`src/core/pcra_pkg.sv`:
```
package pcra_pkg;
   // register offsets, 16-bit registers at their byte offsets
   localparam logic [15:0] OFS_CTRL = 16'h0500;
   localparam logic [15:0] OFS_PHASE = 16'h0502;
   localparam logic [15:0] OFS_NS_HI = 16'h0504;
   localparam logic [15:0] OFS_NS_LO = 16'h0506;
   localparam logic [15:0] OFS_SEC_HI = 16'h0508;
   localparam logic [15:0] OFS_SEC_LO = 16'h050A;
   localparam logic [15:0] OFS_RATE_HI = 16'h050C;
   localparam logic [15:0] OFS_RATE_LO = 16'h050E;
   localparam logic [15:0] OFS_DUR_HI = 16'h0510;
   localparam logic [15:0] OFS_DUR_LO = 16'h0512;
   // control register bits
   localparam int CTRL_RESET_BIT = 0;
   localparam int CTRL_ENABLE_BIT = 1;
   localparam int CTRL_CONT_ADJ_BIT = 2;
   localparam int CTRL_LOAD_BIT = 3;
   localparam int CTRL_READ_BIT = 4;
   // rate high word fields
   localparam int RATE_DIR_BIT = 15;
   localparam int TEMP_ADJ_BIT = 14;
   localparam int RATE_HI_MSB = 13;
   // widths and reset values
   localparam int REG_W = 16;
   localparam int PHASE_W = 3;
   localparam int RATE_STEP_W = 30;
   localparam int DUR_COUNT_W = 32;
   localparam logic [15:0] REG_RESET = 16'h0000;
   // timing: reference clock and time-of-day step clock
   localparam int unsigned REF_CLK_HZ = 100_000_000;
   localparam int unsigned RTC_CLK_HZ = 25_000_000;
   localparam int unsigned NS_PER_SEC = 1_000_000_000;
   localparam int unsigned TICK_DIV = REF_CLK_HZ / RTC_CLK_HZ;
   localparam int unsigned NS_PER_TICK = NS_PER_SEC / RTC_CLK_HZ;
endpackage : pcra_pkg

```
`src/core/pcra_rate_adjust.sv`:
```
// Implementation choice: the strobed register port.
`timescale 1ns/100ps
module pcra_rate_adjust
   import pcra_pkg::*;
#(
   parameter int RATE_W = RATE_STEP_W,
   parameter int DUR_W = DUR_COUNT_W,
   parameter int DIV = TICK_DIV
)
(
   // clock and reset
   input wire logic i_ref_clk,
   input wire logic i_rst_n,
   // register port
   input wire logic [15:0] i_addr,
   input wire logic [REG_W-1:0] i_wr_data,
   input wire logic i_wr,
   input wire logic i_rd,
   output logic [REG_W-1:0] o_rd_data,
   // running clock and status
   output logic [31:0] o_rtc_seconds,
   output logic [31:0] o_rtc_nanosec,
   output logic [RATE_W-1:0] o_rtc_frac,
   output logic o_rtc_tick,
   output logic o_temp_active
);

   localparam int TOD_W = 64;
   localparam logic [TOD_W-1:0] SEC_FX =
      TOD_W'(NS_PER_SEC) << RATE_W;
   localparam logic [TOD_W-1:0] TICK_FX =
      TOD_W'(NS_PER_TICK) << RATE_W;
   localparam int DIV_W = $clog2(DIV + 1);
   localparam logic [DIV_W-1:0] DIV_LAST = DIV_W'(DIV - 1);
   localparam logic [DUR_W-1:0] DUR_ONE = DUR_W'(1);

   // software-visible words
   logic [PHASE_W-1:0] phase;
   logic [REG_W-1:0] ns_hi;
   logic [REG_W-1:0] ns_lo;
   logic [REG_W-1:0] sec_hi;
   logic [REG_W-1:0] sec_lo;
   logic rate_dir;
   logic temp_en;
   logic [RATE_HI_MSB:0] rate_hi;
   logic [REG_W-1:0] rate_lo;
   logic [REG_W-1:0] dur_hi;
   logic [REG_W-1:0] dur_lo;
   logic clk_en;
   logic cont_adj;

   // running time and sequencing
   logic [31:0] run_sec;
   logic [31:0] run_ns;
   logic [RATE_W-1:0] run_frac;
   logic [DIV_W-1:0] div_cnt;
   logic [DUR_W-1:0] dur_cnt;
   logic tick;

   // address decode
   wire sel_ctrl = (i_addr == OFS_CTRL);
   wire sel_phase = (i_addr == OFS_PHASE);
   wire sel_ns_hi = (i_addr == OFS_NS_HI);
   wire sel_ns_lo = (i_addr == OFS_NS_LO);
   wire sel_sec_hi = (i_addr == OFS_SEC_HI);
   wire sel_sec_lo = (i_addr == OFS_SEC_LO);
   wire sel_rate_hi = (i_addr == OFS_RATE_HI);
   wire sel_rate_lo = (i_addr == OFS_RATE_LO);
   wire sel_dur_hi = (i_addr == OFS_DUR_HI);
   wire sel_dur_lo = (i_addr == OFS_DUR_LO);

   wire wr_ctrl = i_wr && sel_ctrl;
   wire wr_rate_hi = i_wr && sel_rate_hi;

   // self-clearing commands exist only as the write pulse
   wire cmd_reset = wr_ctrl && i_wr_data[CTRL_RESET_BIT];
   wire cmd_load = wr_ctrl && i_wr_data[CTRL_LOAD_BIT];
   wire cmd_read = wr_ctrl && i_wr_data[CTRL_READ_BIT];

   // temporary mode start and stop from software
   wire temp_start = wr_rate_hi && i_wr_data[TEMP_ADJ_BIT];
   wire temp_stop = wr_rate_hi && !i_wr_data[TEMP_ADJ_BIT];

   wire [DUR_W-1:0] dur_value = DUR_W'({dur_hi, dur_lo});
   wire [RATE_W-1:0] rate_step = RATE_W'({rate_hi, rate_lo});

   // the step is applied on the tick while either mode runs
   wire temp_expire = temp_en && tick && (dur_cnt <= DUR_ONE);
   wire adjusting = cont_adj || temp_en;

   wire [TOD_W-1:0] tod_now = TOD_W'({run_ns, run_frac});
   wire [TOD_W-1:0] base_step = clk_en ? TICK_FX : '0;
   wire [TOD_W-1:0] adj_step =
      adjusting ? TOD_W'(rate_step) : '0;
   // one direction bit serves both modes
   wire [TOD_W-1:0] tod_sum = rate_dir ?
      tod_now + base_step + adj_step :
      tod_now + base_step - adj_step;
   // a loaded value past one second walks back one second per tick
   wire tod_under = tod_sum[TOD_W-1];
   wire tod_over = !tod_under && (tod_sum >= SEC_FX);
   wire [TOD_W-1:0] tod_next = tod_under ? tod_sum + SEC_FX :
      tod_over ? tod_sum - SEC_FX : tod_sum;
   wire [31:0] sec_next = tod_under ? run_sec - 32'h0000_0001 :
      tod_over ? run_sec + 32'h0000_0001 : run_sec;

   // read mux, registered below
   logic [REG_W-1:0] rd_mux;
   always_comb
   begin
      rd_mux = '0;
      if (sel_ctrl)
      begin
         rd_mux[CTRL_ENABLE_BIT] = clk_en;
         rd_mux[CTRL_CONT_ADJ_BIT] = cont_adj;
      end
      else if (sel_phase)
         rd_mux = REG_W'(phase);
      else if (sel_ns_hi)
         rd_mux = ns_hi;
      else if (sel_ns_lo)
         rd_mux = ns_lo;
      else if (sel_sec_hi)
         rd_mux = sec_hi;
      else if (sel_sec_lo)
         rd_mux = sec_lo;
      else if (sel_rate_hi)
      begin
         rd_mux[RATE_DIR_BIT] = rate_dir;
         rd_mux[TEMP_ADJ_BIT] = temp_en;
         rd_mux[RATE_HI_MSB:0] = rate_hi;
      end
      else if (sel_rate_lo)
         rd_mux = rate_lo;
      else if (sel_dur_hi)
         rd_mux = dur_hi;
      else if (sel_dur_lo)
         rd_mux = dur_lo;
   end

   always_ff @(posedge i_ref_clk or negedge i_rst_n)
   begin
      if (!i_rst_n)
         o_rd_data <= REG_RESET;
      else if (i_rd)
         o_rd_data <= rd_mux;
      else
         o_rd_data <= REG_RESET;
   end

   // control bits
   always_ff @(posedge i_ref_clk or negedge i_rst_n)
   begin
      if (!i_rst_n)
      begin
         clk_en <= 1'b0;
         cont_adj <= 1'b0;
      end
      else if (wr_ctrl)
      begin
         clk_en <= i_wr_data[CTRL_ENABLE_BIT];
         cont_adj <= i_wr_data[CTRL_CONT_ADJ_BIT];
      end
   end

   // rate words and duration words
   always_ff @(posedge i_ref_clk or negedge i_rst_n)
   begin
      if (!i_rst_n)
      begin
         rate_dir <= 1'b0;
         rate_hi <= '0;
         rate_lo <= REG_RESET;
         dur_hi <= REG_RESET;
         dur_lo <= REG_RESET;
      end
      else
      begin
         if (wr_rate_hi)
         begin
            rate_dir <= i_wr_data[RATE_DIR_BIT];
            rate_hi <= i_wr_data[RATE_HI_MSB:0];
         end
         if (i_wr && sel_rate_lo)
            rate_lo <= i_wr_data;
         if (i_wr && sel_dur_hi)
            dur_hi <= i_wr_data;
         if (i_wr && sel_dur_lo)
            dur_lo <= i_wr_data;
      end
   end

   // temporary adjustment; a software start beats the expiry clear
   always_ff @(posedge i_ref_clk or negedge i_rst_n)
   begin
      if (!i_rst_n)
      begin
         temp_en <= 1'b0;
         dur_cnt <= '0;
      end
      else if (temp_start)
      begin
         // a zero duration never starts
         temp_en <= (dur_value != '0);
         dur_cnt <= dur_value;
      end
      else if (temp_stop)
         temp_en <= 1'b0;
      else if (temp_expire)
      begin
         temp_en <= 1'b0;
         dur_cnt <= '0;
      end
      else if (temp_en && tick)
         dur_cnt <= dur_cnt - DUR_ONE;
   end

   // 25MHz step enable from the reference clock
   always_ff @(posedge i_ref_clk or negedge i_rst_n)
   begin
      if (!i_rst_n)
         div_cnt <= '0;
      else if (div_cnt == DIV_LAST)
         div_cnt <= '0;
      else
         div_cnt <= div_cnt + DIV_W'(1);
   end
   assign tick = (div_cnt == DIV_LAST);

   // running clock: reset, then load, then stepping
   always_ff @(posedge i_ref_clk or negedge i_rst_n)
   begin
      if (!i_rst_n)
      begin
         run_sec <= '0;
         run_ns <= '0;
         run_frac <= '0;
      end
      else if (cmd_reset)
      begin
         run_sec <= '0;
         run_ns <= '0;
         run_frac <= '0;
      end
      else if (cmd_load)
      begin
         run_sec <= {sec_hi, sec_lo};
         run_ns <= {ns_hi, ns_lo};
         run_frac <= '0;
      end
      else if (tick)
      begin
         run_sec <= sec_next;
         run_ns <= tod_next[RATE_W +: 32];
         run_frac <= tod_next[RATE_W-1:0];
      end
   end

   // time words; a read command overrides a same-cycle write
   always_ff @(posedge i_ref_clk or negedge i_rst_n)
   begin
      if (!i_rst_n)
      begin
         phase <= '0;
         ns_hi <= REG_RESET;
         ns_lo <= REG_RESET;
         sec_hi <= REG_RESET;
         sec_lo <= REG_RESET;
      end
      else if (cmd_read)
      begin
         phase <= '0;
         ns_hi <= run_ns[31:16];
         ns_lo <= run_ns[15:0];
         sec_hi <= run_sec[31:16];
         sec_lo <= run_sec[15:0];
      end
      else if (i_wr)
      begin
         if (sel_phase)
            phase <= i_wr_data[PHASE_W-1:0];
         if (sel_ns_hi)
            ns_hi <= i_wr_data;
         if (sel_ns_lo)
            ns_lo <= i_wr_data;
         if (sel_sec_hi)
            sec_hi <= i_wr_data;
         if (sel_sec_lo)
            sec_lo <= i_wr_data;
      end
   end

   assign o_rtc_seconds = run_sec;
   assign o_rtc_nanosec = run_ns;
   assign o_rtc_frac = run_frac;
   assign o_rtc_tick = tick;
   assign o_temp_active = temp_en;

endmodule : pcra_rate_adjust

```
`config.mk`:
```
export PLATFORM = sky130hd
export DESIGN_NAME = pcra_rate_adjust
export DESIGN_NICKNAME = d
export VERILOG_FILES = /design/src/core/pcra_pkg.sv /design/src/core/pcra_rate_adjust.sv
export SDC_FILE = /design/constraint.sdc
export NUM_CORES = 1
export LEC_CHECK = 0
export BUFFER_PORTS_ARGS = -buffer_cell sky130_fd_sc_hd__buf_4
export CAP_MARGIN = 5
export CORE_MARGIN = 8
export CORE_UTILIZATION = 40
export DETAILED_ROUTE_END_ITERATION = 8
export PLACE_DENSITY_LB_ADDON = 0.25
export SETUP_SLACK_MARGIN = 0.02
export SLEW_MARGIN = 15
export SYNTH_ARGS = -nofsm -noshare
export SYNTH_HDL_FRONTEND = slang
export SYNTH_SLANG_ARGS = --single-unit
```
`constraint.sdc`:
```
create_clock -name i_ref_clk -period 12.5 [get_ports i_ref_clk]
set_clock_uncertainty 0.1 [all_clocks]
set_input_delay 1.875 -clock i_ref_clk [delete_from_list [all_inputs] [get_ports i_ref_clk]]
set_output_delay 1.875 -clock i_ref_clk [all_outputs]
set_load 0.01 [all_outputs]
```
=== Yosys cells after proc, flatten, opt, wreduce, memory -nomap -nowiden ===
Cells that the tools add are included.

* Register bits after elaboration: 278
* Output and inout port bits: 112
* Word-level logic and storage cells: 128

* Add/sub/neg operators: 9
* Magnitude comparators: 2
* Eq/ne operators: 12
* Mux-type cells: 52
* Reductions and logical operators: 34

{| class="wikitable"
|+ Operators with widths
! cell !! number
|-
| two-way mux 32 bit || 12
|-
| two-way mux 16 bit || 22
|-
| == test 16 x 11 -> 1 bit, second input constant || 10
|-
| two-way mux 62 bit || 2
|-
| two-way mux 30 bit || 4
|-
| adder 64 x 30 -> 64 bit || 1
|-
| greater-or-equal comparator 64 x 60 -> 1 bit, second input constant || 1
|-
| two-way mux 64 bit || 1
|-
| subtractor 32 x 1 -> 32 bit, second input constant || 2
|-
| subtractor 63 x 30 -> 64 bit || 1
|-
| adder 62 x 36 -> 63 bit || 1
|-
| adder 62 x 60 -> 62 bit, second input constant || 1
|-
| subtractor 62 x 60 -> 62 bit, second input constant || 1
|-
| two-way mux 36 bit || 1
|-
| adder 32 x 1 -> 32 bit, second input constant || 1
|-
| <= comparator 32 x 1 -> 1 bit, second input constant || 1
|-
| nonzero test 32 bit || 1
|-
| AND reduction 2 bit || 7
|-
| logical AND 1 bit || 13
|-
| two-way mux 13 bit || 1
|-
| two-way mux 3 bit || 4
|-
| nonzero test 2 bit || 6
|-
| nonzero test 3 bit || 3
|-
| two-way mux 1 bit || 4
|-
| 7 further kinds || 8
|}

=== Logic depth before layout (Yosys ltp) ===
Gate-level depths: netlist of the first run.

* Depth in word-level cells: 12
* Mapped depth: 29

=== Least setup slack after synthesis of the first run ===
Ideal clock, no wire load.

* Kind: reg-to-reg
* Start: register temp_en, in the netlist o_temp_active
* End: register run_sec[31], in the netlist o_rtc_seconds[31]
* Arrival time: 7.676 ns
* Required time: 12.275 ns
* Path slack: 4.600 ns
* Stages on the path, launching flop included: 30
* Path buffers: 4
* Clock period less this slack: 7.900 ns
* Path through: dfrtp_1 -> or2_2 -> clkbuf_1 -> nand2_1 -> ha_1 -> clkbuf_1 -> o211ai_1 -> a21oi_1 -> o41a_1 -> a22oi_1 -> a311o_1 -> nand3_1 -> or4_1 -> clkbuf_1 -> inv_1 -> clkbuf_1 -> ha_1 -> a21o_1 -> a211oi_1 -> o21a_1 -> o31ai_1 -> a22o_1 -> a211oi_1 -> o21ai_0 -> a2111oi_0 -> a211oi_1 -> a2111oi_0 -> a41o_1 -> or3_1 -> nand3_1

* Longest elaborated chain between the ends: 8

{| class="wikitable"
|+ RTL lines
! item !! RTL line !! text
|-
| start, declared || pcra_rate_adjust.sv:44 || <nowiki>logic temp_en;</nowiki>
|-
| start signal, assigned || pcra_rate_adjust.sv:204 || <nowiki>temp_en <= (dur_value != '0);</nowiki>
|-
| logical OR 1 bit * || pcra_rate_adjust.sv:89 || <nowiki>wire adjusting = cont_adj || temp_en;</nowiki>
|-
| two-way mux 30 bit * || pcra_rate_adjust.sv:94 || <nowiki>adjusting ? TOD_W'(rate_step) : '0;</nowiki>
|-
| adder 64 x 30 -> 64 bit or subtractor 63 x 30 -> 64 bit (tied branches) || pcra_rate_adjust.sv:97, pcra_rate_adjust.sv:98 ||
|-
| two-way mux 64 bit * || pcra_rate_adjust.sv:96 || <nowiki>wire [TOD_W-1:0] tod_sum = rate_dir ?</nowiki>
|-
| greater-or-equal comparator 64 x 60 -> 1 bit, or another cell as far along || pcra_rate_adjust.sv:101 || <nowiki>wire tod_over = !tod_under && (tod_sum >= SEC_FX);</nowiki>
|-
| logical AND 1 bit or two-way mux 32 bit (tied branches) || pcra_rate_adjust.sv:101, pcra_rate_adjust.sv:251 ||
|-
| nonzero test 4 bit (no source line) or two-way mux 32 bit (tied branches) || - ||
|-
| AND reduction 2 bit (no source line) or two-way mux 32 bit (tied branches) || - ||
|-
| end signal, assigned || pcra_rate_adjust.sv:247 || <nowiki>run_sec <= {sec_hi, sec_lo};</nowiki>
|-
| end signal, assigned || pcra_rate_adjust.sv:253 || <nowiki>run_sec <= sec_next;</nowiki>
|-
| end, declared || pcra_rate_adjust.sv:53 || <nowiki>logic [31:0] run_sec;</nowiki>
|}

Every way passes the cells marked *; elsewhere a longest branch is shown, timed or not. The select of a mux whose other input is x is not followed.
A chain may end at the register's enable or synchronous reset.

=== Worst setup path in the final report of the first run ===
* Start: register clk_en
* End: register run_sec[31], in the netlist o_rtc_seconds[31]

* Longest elaborated chain between the ends: 8

{| class="wikitable"
|+ RTL lines
! item !! RTL line !! text
|-
| start, declared || pcra_rate_adjust.sv:49 || <nowiki>logic clk_en;</nowiki>
|-
| start signal, assigned || pcra_rate_adjust.sv:161 || <nowiki>clk_en <= i_wr_data[CTRL_ENABLE_BIT];</nowiki>
|-
| two-way mux 36 bit * || pcra_rate_adjust.sv:92 || <nowiki>wire [TOD_W-1:0] base_step = clk_en ? TICK_FX : '0;</nowiki>
|-
| adder 62 x 36 -> 63 bit * || pcra_rate_adjust.sv:97, pcra_rate_adjust.sv:98 ||
|-
| adder 64 x 30 -> 64 bit or subtractor 63 x 30 -> 64 bit (tied branches) || pcra_rate_adjust.sv:97, pcra_rate_adjust.sv:98 ||
|-
| two-way mux 64 bit * || pcra_rate_adjust.sv:96 ||
|-
| greater-or-equal comparator 64 x 60 -> 1 bit, or another cell as far along || pcra_rate_adjust.sv:101 ||
|-
| logical AND 1 bit or two-way mux 32 bit (tied branches) || pcra_rate_adjust.sv:101, pcra_rate_adjust.sv:251 ||
|-
| nonzero test 4 bit (no source line) or two-way mux 32 bit (tied branches) || - ||
|-
| AND reduction 2 bit (no source line) or two-way mux 32 bit (tied branches) || - ||
|}

Marked as above.

==> reports/metrics.cfg, run 1 <==
[global_route]
antenna_found_initial=2
grt_pass1_vias=22450
grt_max_degree=89
grtUsageTotal=0.2848
grt_overflow=0
grt_pass1_wl_mm=143.2

[worst_setup_path]
crit_fanout=23
r2r-end=o_rtc_seconds[31]
r2r_setup_slack_ns=3.44
crit_required_ns=12.84
reg2reg_depth=24
endpoint_kind=register
cp.arrival_ns=9.41
worstSetupPathType=register to register
start_kind=register
timing.rr.start=clk_en

[finish]
final_common_cell=nand2_1
drive_above_1_share=0.1171
final_area_sq_um=25610
fin_util=0.4541
fin_nets=3065
synthToLayoutAreaGrowth_pct=12.27
final_cell_mix=441 x nand2_1, 278 x dfrtp_1, 227 x nor2_1
finalNonFillerCells=3705

[routing]
vias=23460
vias_per_cell=6.332
drc=0
first_iter_violations=2487
drt_pass1_iterations=8
antenna_left=0
finalWirelength_mm=94.93
wl_per_cell_um=25.62

[placed_design]
dp_hpwl_mm=71.29
dp_cells=3638
gp_congestion=0.9593
dpl_cell_area_sq_um=24400
io_buffers=147

[clocking]
clock_latency_ns=0.57
cts_setup_buffers=0
cts_hold_buf=0
path_clk_slew_ns=0.06
clkSinkCount=278
htree_levels=2
cts_buffers=36
cts_max_path_buffers=3
tritoncts=yes
cts-resized-gates=0
cts-root-buf=clkbuf_16

[sta]
finalSetupTns_ns=0
timing.fmax_mhz=110.3
slew_headroom=0.1376
finalSetupViolCount=0
slew_violations=0
rsz0062_at_grt=no
worst_pin_slew_ns=1.261
min_period_ns=9.063
fin_crit_sh=0.7250
finalHoldViolations=0

[logic_synthesis]
avgSynthCellArea_sq_um=7.922
seq_area_frac_synth=0.3050
yosysWarnings=0
syn-num-nets=3024
synth_seq_cells=278
synth-edff-count=0
synthDistinctLibCells=104
syn_area_sq_um=22810
synthCells=2879
ys.flop_type=dfrtp_1
synthArstFlopShare=1.000

[die]
start_util=0.4045
die_w_um=254.8
coreArea_sq_um=56390
die_y_um=254.8
rows=87
pin_count=148
die_area_sq_um=64910

[outcome]
status=finished, final reports clean

[power_and_ir_drop]
p_leak_nw=11.15
ir_worst_vdd_mv=0.07991
switchingPower_mw=0.8731
p_int_mw=1.719
pwr_density_cell_nw_per_um2=101.2
sequentialPowerShare=0.397
p_total_mw=2.592
comb_power_share=0.192
p_sw_frac=0.3369
clkPwrFrac=0.411

[hold_path]
holdPathStages=1
worstHoldPathType=register to register
hold_path.startpoint=div_cnt[0]
min_to=div_cnt[0]

[job]
max_cap_violations=0

## sequential cells by signal, indices dropped and copies added (netlist names), 14 cells and up
register,count
dur_cnt,32
dur_hi,16
dur_lo,16
ns_hi,16
ns_lo,16
o_rd_data,16
o_rtc_frac,30
o_rtc_nanosec,32
o_rtc_seconds,32
rate_hi,14
rate_lo,16
sec_hi,16
sec_lo,16
## critical path, stage by stage (launching register included)
cell       delay (ns)
dfrtp_1          0.42
ha_1             0.39
ha_1             0.54
a21oi_2          0.28
or4_4            0.60
o31a_1           0.34
or4_4            0.58
nor3_4           0.22
nand3_2          0.14
or4_1            0.94
inv_1            0.78
ha_1             0.37
a21o_1           0.17
a211oi_1         0.31
o21a_1           0.21
o31ai_1          0.18
a22o_1           0.32
a211oi_1         0.40
o21ai_0          0.18
a2111oi_0        0.49
a211oi_1         0.16
a2111oi_0        0.44
a41o_1           0.14
or3_1            0.11
nand3_1          0.07
## worst max path at each step
| stage | startpoint | end | slack, ns | depth (start not counted) |
|---|---|---|---|---|
| final | clk_en | o_rtc_seconds[31] | 3.44 | 24 |
| after CTS | o_temp_active | o_rtc_seconds[31] | 3.60 | 25 |
| after global placement | clk_en | o_rtc_seconds[31] | 3.76 | 24 |
| after global routing | o_temp_active | o_rtc_seconds[31] | 2.89 | 25 |
| after detailed placement | o_temp_active | o_rtc_seconds[31] | 3.64 | 25 |
| after floorplan | o_temp_active | o_rtc_seconds[31] | 4.60 | 29 |
## routing by layer
metal / vias to the layer above / routed length, um / GRT usage / share of wire
met5: - / 27 / 0 / 0.00028
met4: 4 / 3848 / 0.1050 / 0.041
met3: 191 / 7194 / 0.04463 / 0.076
met2: 1080 / 41530 / 0.4380 / 0.44
met1: 11520 / 42330 / 0.4007 / 0.45
li1: 10660 / - / - / -
## power by group through the flow
| stage | clock network [mW] | registers [mW] | logic, mW |
|---|---|---|---|
| after floorplan | 0 | 0.972 | 0.332 |
| after detailed placement | 0 | 1.04 | 0.487 |
| final | 1.06 | 1.03 | 0.499 |
| after CTS | 1.08 | 1.02 | 0.490 |
| after global routing | 1.12 | 1.03 | 0.540 |
| after global placement | 0 | 1.04 | 0.491 |
## cells in the mapped netlist, types with 9 or more instances
cell,number,area share
o21bai_1,13,0.0043
nor3_1,68,0.015
nor2b_1,22,0.0060
or3_1,26,0.0071
inv_1,84,0.014
dfrtp_1,278,0.31
nand3_1,91,0.020
a21o_1,31,0.010
ha_1,106,0.058
nand2_1,443,0.073
nor4_1,51,0.014
o22ai_1,9,0.0025
o21a_1,14,0.0046
nor4b_1,10,0.0038
and4_1,15,0.0058
clkbuf_1,134,0.022
and2_1,33,0.0091
mux2_2,53,0.026
nand4_1,38,0.010
o2111ai_1,20,0.0077
xnor2_1,81,0.031
mux2i_1,67,0.029
nor2_1,227,0.037
a21oi_1,225,0.049
or2_2,9,0.0025
o21ai_0,182,0.040
xor2_1,29,0.011
and3_1,28,0.0077
o31ai_1,33,0.011
or4_1,18,0.0059
a32oi_1,10,0.0038
a22oi_1,23,0.0076
a211oi_1,40,0.013
a31oi_1,60,0.016
a221oi_1,18,0.0069
o211ai_1,35,0.012
nand2b_1,19,0.0052
buf_1,17,0.0028
buf_2,19,0.0042
mux2_1,18,0.0089
o21ai_1,15,0.0033
## area by class of cell
type,count,area [sq um]
diodes,2,5.005
clock buffers,48,975.9
clock inverters,17,215.2
fillers,5741,30780
inverters,87,326.6
multi-input cells,2337,14820
flip-flops and latches,278,6957
well taps,756,945.9
repair buffers,180,1359
## per-stage QoR
step,setup slack [ns],hold slack [ns]
after floorplan,4.600,0.3099
after global placement,3.759,0.3224
after detailed placement,3.644,0.3340
after CTS,3.600,0.3417
after global routing,2.891,0.3837
final,3.437,0.3416
## kinds of logic (layout without fill, tap and decap cells)
logic type | Yosys count | count (layout) | synth area share
AO/OA/AOI/OAI | 834 | 834 | 0.2379
XOR/XNOR | 111 | 111 | 0.04345
adder cells (fa/ha/maj) | 109 | 109 | 0.06079
buffers and inverters | 264 | 332 | 0.04614
flip-flops | 278 | 278 | 0.3050
multiplexers | 139 | 139 | 0.06512
other | 0 | 2 | 0
AND/OR/NAND/NOR | 1144 | 1144 | 0.2416
Note: power is estimated with default switching activity, not from simulation.
==> inputs of run 2 (changes only) <==
==> constraint.sdc (replaced) <==
create_clock -name i_ref_clk -period 8.55 [get_ports i_ref_clk]
set_clock_uncertainty 0.1 [all_clocks]
set_input_delay 1.2825 -clock i_ref_clk [delete_from_list [all_inputs] [get_ports i_ref_clk]]
set_output_delay 1.2825 -clock i_ref_clk [all_outputs]
set_load 0.01 [all_outputs]
==> run 2 against run 1 <==
Compared with the run above: wire length shrank 1.2%; register-to-register slack lost 2.9 ns; worst hold slack lost 0.0027 ns; fmax grew 13%; clock-buffer cell count shrank 2; sequential share of layout area shrank 0.17 points; design area grew 0.64%; worst setup slack lost 2.9 ns; clock power grew 48%; critical path type unchanged; largest cell class unchanged; largest power group unchanged; highest routed layer unchanged.
==> reports/metrics.cfg, run 2 (same netlist as run 1, synthesis figures left out) <==
[outcome]
status=finished, final reports clean  ; unchanged

[finish]
fin_nets=3081  ; was 3065
seqCellArea_sq_um=6957  ; unchanged
fin_util=0.4570  ; was 0.4541
final_common_cell=nand2_1  ; unchanged
multi_input_area_sq_um=14830  ; was 14820 sq um
final_cell_mix=441 x nand2_1, 278 x dfrtp_1, 227 x nor2_1  ; unchanged
fillers=5683  ; was 5741
antenna_cells=0  ; was 2
synthToLayoutAreaGrowth_pct=12.99  ; was 12.27%
finalNonFillerCells=3719  ; was 3705
drive_above_1_share=0.1239  ; was 0.1171

[worst_setup_path]
worstSetupPathType=register to register  ; unchanged
critPathTopFamily=compound AO/OA/AOI/OAI gates  ; unchanged
worst-path-buf-inv=2  ; was 1
crit_required_ns=8.94  ; was 12.84 ns
path_cells=ha_1 -> ha_2 -> a21oi_2 -> or4_4 -> o31a_1 -> or4_4 -> nor3_4 -> nand3_2 -> or4_1 -> clkinvlp_4 -> buf_4 -> ha_1 -> o21ai_0 -> o21a_1 -> o31ai_1 -> a22o_1 -> a211oi_1 -> o21ai_0 -> a2111oi_0 -> a211oi_1 -> a2111oi_0 -> a41o_1 -> or3_1 -> nand3_1  ; was ha_1 -> ha_1 -> a21oi_2 -> or4_4 -> o31a_1 -> or4_4 -> nor3_4 -> nand3_2 -> or4_1 -> inv_1 -> ha_1 -> a21o_1 -> a211oi_1 -> o21a_1 -> o31ai_1 -> a22o_1 -> a211oi_1 -> o21ai_0 -> a2111oi_0 -> a211oi_1 -> a2111oi_0 -> a41o_1 -> or3_1 -> nand3_1
cp.arrival_ns=8.44  ; was 9.41 ns
start_kind=register  ; unchanged
endpoint_kind=register  ; unchanged
crit_fanout=10  ; was 23
r2r_setup_slack_ns=0.50  ; was 3.44 ns
slowest_delay_ns=0.63  ; was 0.94 ns
timing.rr.start=clk_en  ; unchanged
r2r-end=o_rtc_seconds[31]  ; unchanged
slowest_stage=or4_1  ; unchanged
reg2reg_depth=24  ; unchanged

[sta]
slew_violations=0  ; unchanged
finalHoldViolations=0  ; unchanged
fin_crit_sh=0.9411  ; was 0.7250
min_period_ns=8.047  ; was 9.063 ns
slew_headroom=0.2811  ; was 0.1376
timing.fmax_mhz=124.3  ; was 110.3 MHz
finalSetupViolCount=0  ; unchanged
rsz0062_at_grt=no  ; unchanged
finalSetupTns_ns=0  ; unchanged
worst_pin_slew_ns=1.078  ; was 1.261 ns
worst_hold_slack_ns=0.3390  ; was 0.3416 ns

[hold_path]
min_to=div_cnt[0]  ; unchanged
holdPathStages=1  ; unchanged
hold_path.startpoint=div_cnt[0]  ; unchanged
worstHoldPathType=register to register  ; unchanged

[clocking]
cts-root-buf=clkbuf_16  ; unchanged
clkSinkCount=278  ; unchanged
cts-resized-gates=0  ; unchanged
tritoncts=yes  ; unchanged
cts_setup_buffers=0  ; unchanged
cts_hold_buf=0  ; unchanged
htree_levels=2  ; unchanged
cts_buffers=36  ; unchanged
path_clk_slew_ns=0.06  ; about the same
clock_latency_ns=0.58  ; was 0.57 ns
cts_max_path_buffers=3  ; unchanged

[die]
start_util=0.4045  ; unchanged
pin_count=148  ; unchanged
die_area_sq_um=64910  ; unchanged
rows=87  ; unchanged
coreArea_sq_um=56390  ; unchanged
die_y_um=254.8  ; unchanged
die_w_um=254.8  ; unchanged

[power_and_ir_drop]
pwr_density_cell_nw_per_um2=148.0  ; was 101.2 nW/um^2
p_leak_nw=11.23  ; was 11.15 nW
p_total_mw=3.814  ; was 2.592 mW
ir_worst_vdd_mv=0.1285  ; was 0.07991 mV

[global_route]
antenna_found_initial=5  ; was 2
grt_overflow=0  ; unchanged
grtUsageTotal=0.2801  ; was 0.2848
grt_pass1_wl_mm=141.6  ; was 143.2 mm
grt_max_degree=162  ; was 89
grt_pass1_vias=22490  ; was 22.45k

[routing]
wl_per_cell_um=25.22  ; was 25.62 um
wl_met1_mm=40.83  ; was 42.33 mm
vias_per_cell=6.365  ; was 6.332
vias=23670  ; was 23.46k
wl_met2_mm=40.88  ; was 41.53 mm
drt_pass1_iterations=6  ; was 8
antenna_left=0  ; unchanged
dr_wl_met3_mm=8.296  ; was 7.194 mm
first_iter_violations=2648  ; was 2487
drc=0  ; unchanged
finalWirelength_mm=93.80  ; was 94.93 mm
top_layer=met5  ; unchanged

[placed_design]
dp_hpwl_mm=69.99  ; was 71.29 mm
dp_cells=3653  ; was 3638
gp_congestion=0.9851  ; was 0.9593
io_buffers=147  ; unchanged

[job]
max_cap_violations=0  ; unchanged

## run 2: cell count changes in the layout (fill, tap and decap cells not counted), sizes merged
cell,previous run,this run
inv,90,89
diode,2,0
clkinvlp,3,6
buf,180,196
clkbuf,48,46
## run 2: stage by stage
stage          setup WS [ns]  area, sq um
5_1_grt               0.1863        25770
3_5_place_dp          0.4411        24530
3_3_place_gp          0.5218        24530
6_report              0.5033        25770
4_1_cts               0.3736        25740
2_1_floorplan         0.6496        22810
## run 2: worst max-delay path by stage
stage | startpoint | end | depth (start not counted)
after floorplan | o_temp_active | o_rtc_seconds[31] | 29
after global routing | o_temp_active | o_rtc_seconds[31] | 26
after global placement | clk_en | o_rtc_seconds[31] | 24
after CTS | clk_en | o_rtc_seconds[31] | 24
final | clk_en | o_rtc_seconds[31] | 24
after detailed placement | clk_en | o_rtc_seconds[31] | 24
## run 2: power by group
| part | switching, mW | total [mW] | internal [mW] |
|---|---|---|---|
| sequential | 0.109 | 1.46 | 1.35 |
| combinational | 0.510 | 0.781 | 0.272 |
| clock | 0.653 | 1.57 | 0.921 |
## run 2: layer usage
metal  up-vias  global-route usage
met3       204             0.04768
met1     11510              0.3941
met2      1272              0.4279
met5         -                   0
li1      10680                   -
met4         6              0.1035
## run 2: cell type report
cell class	instances	area share
clock buffers	46	0.03836
clock inverters	19	0.008691
inverters	87	0.01282
multi-input cells	2337	0.5753
flip-flops and latches	278	0.2700
well taps	756	0.03671
repair buffers	196	0.05817
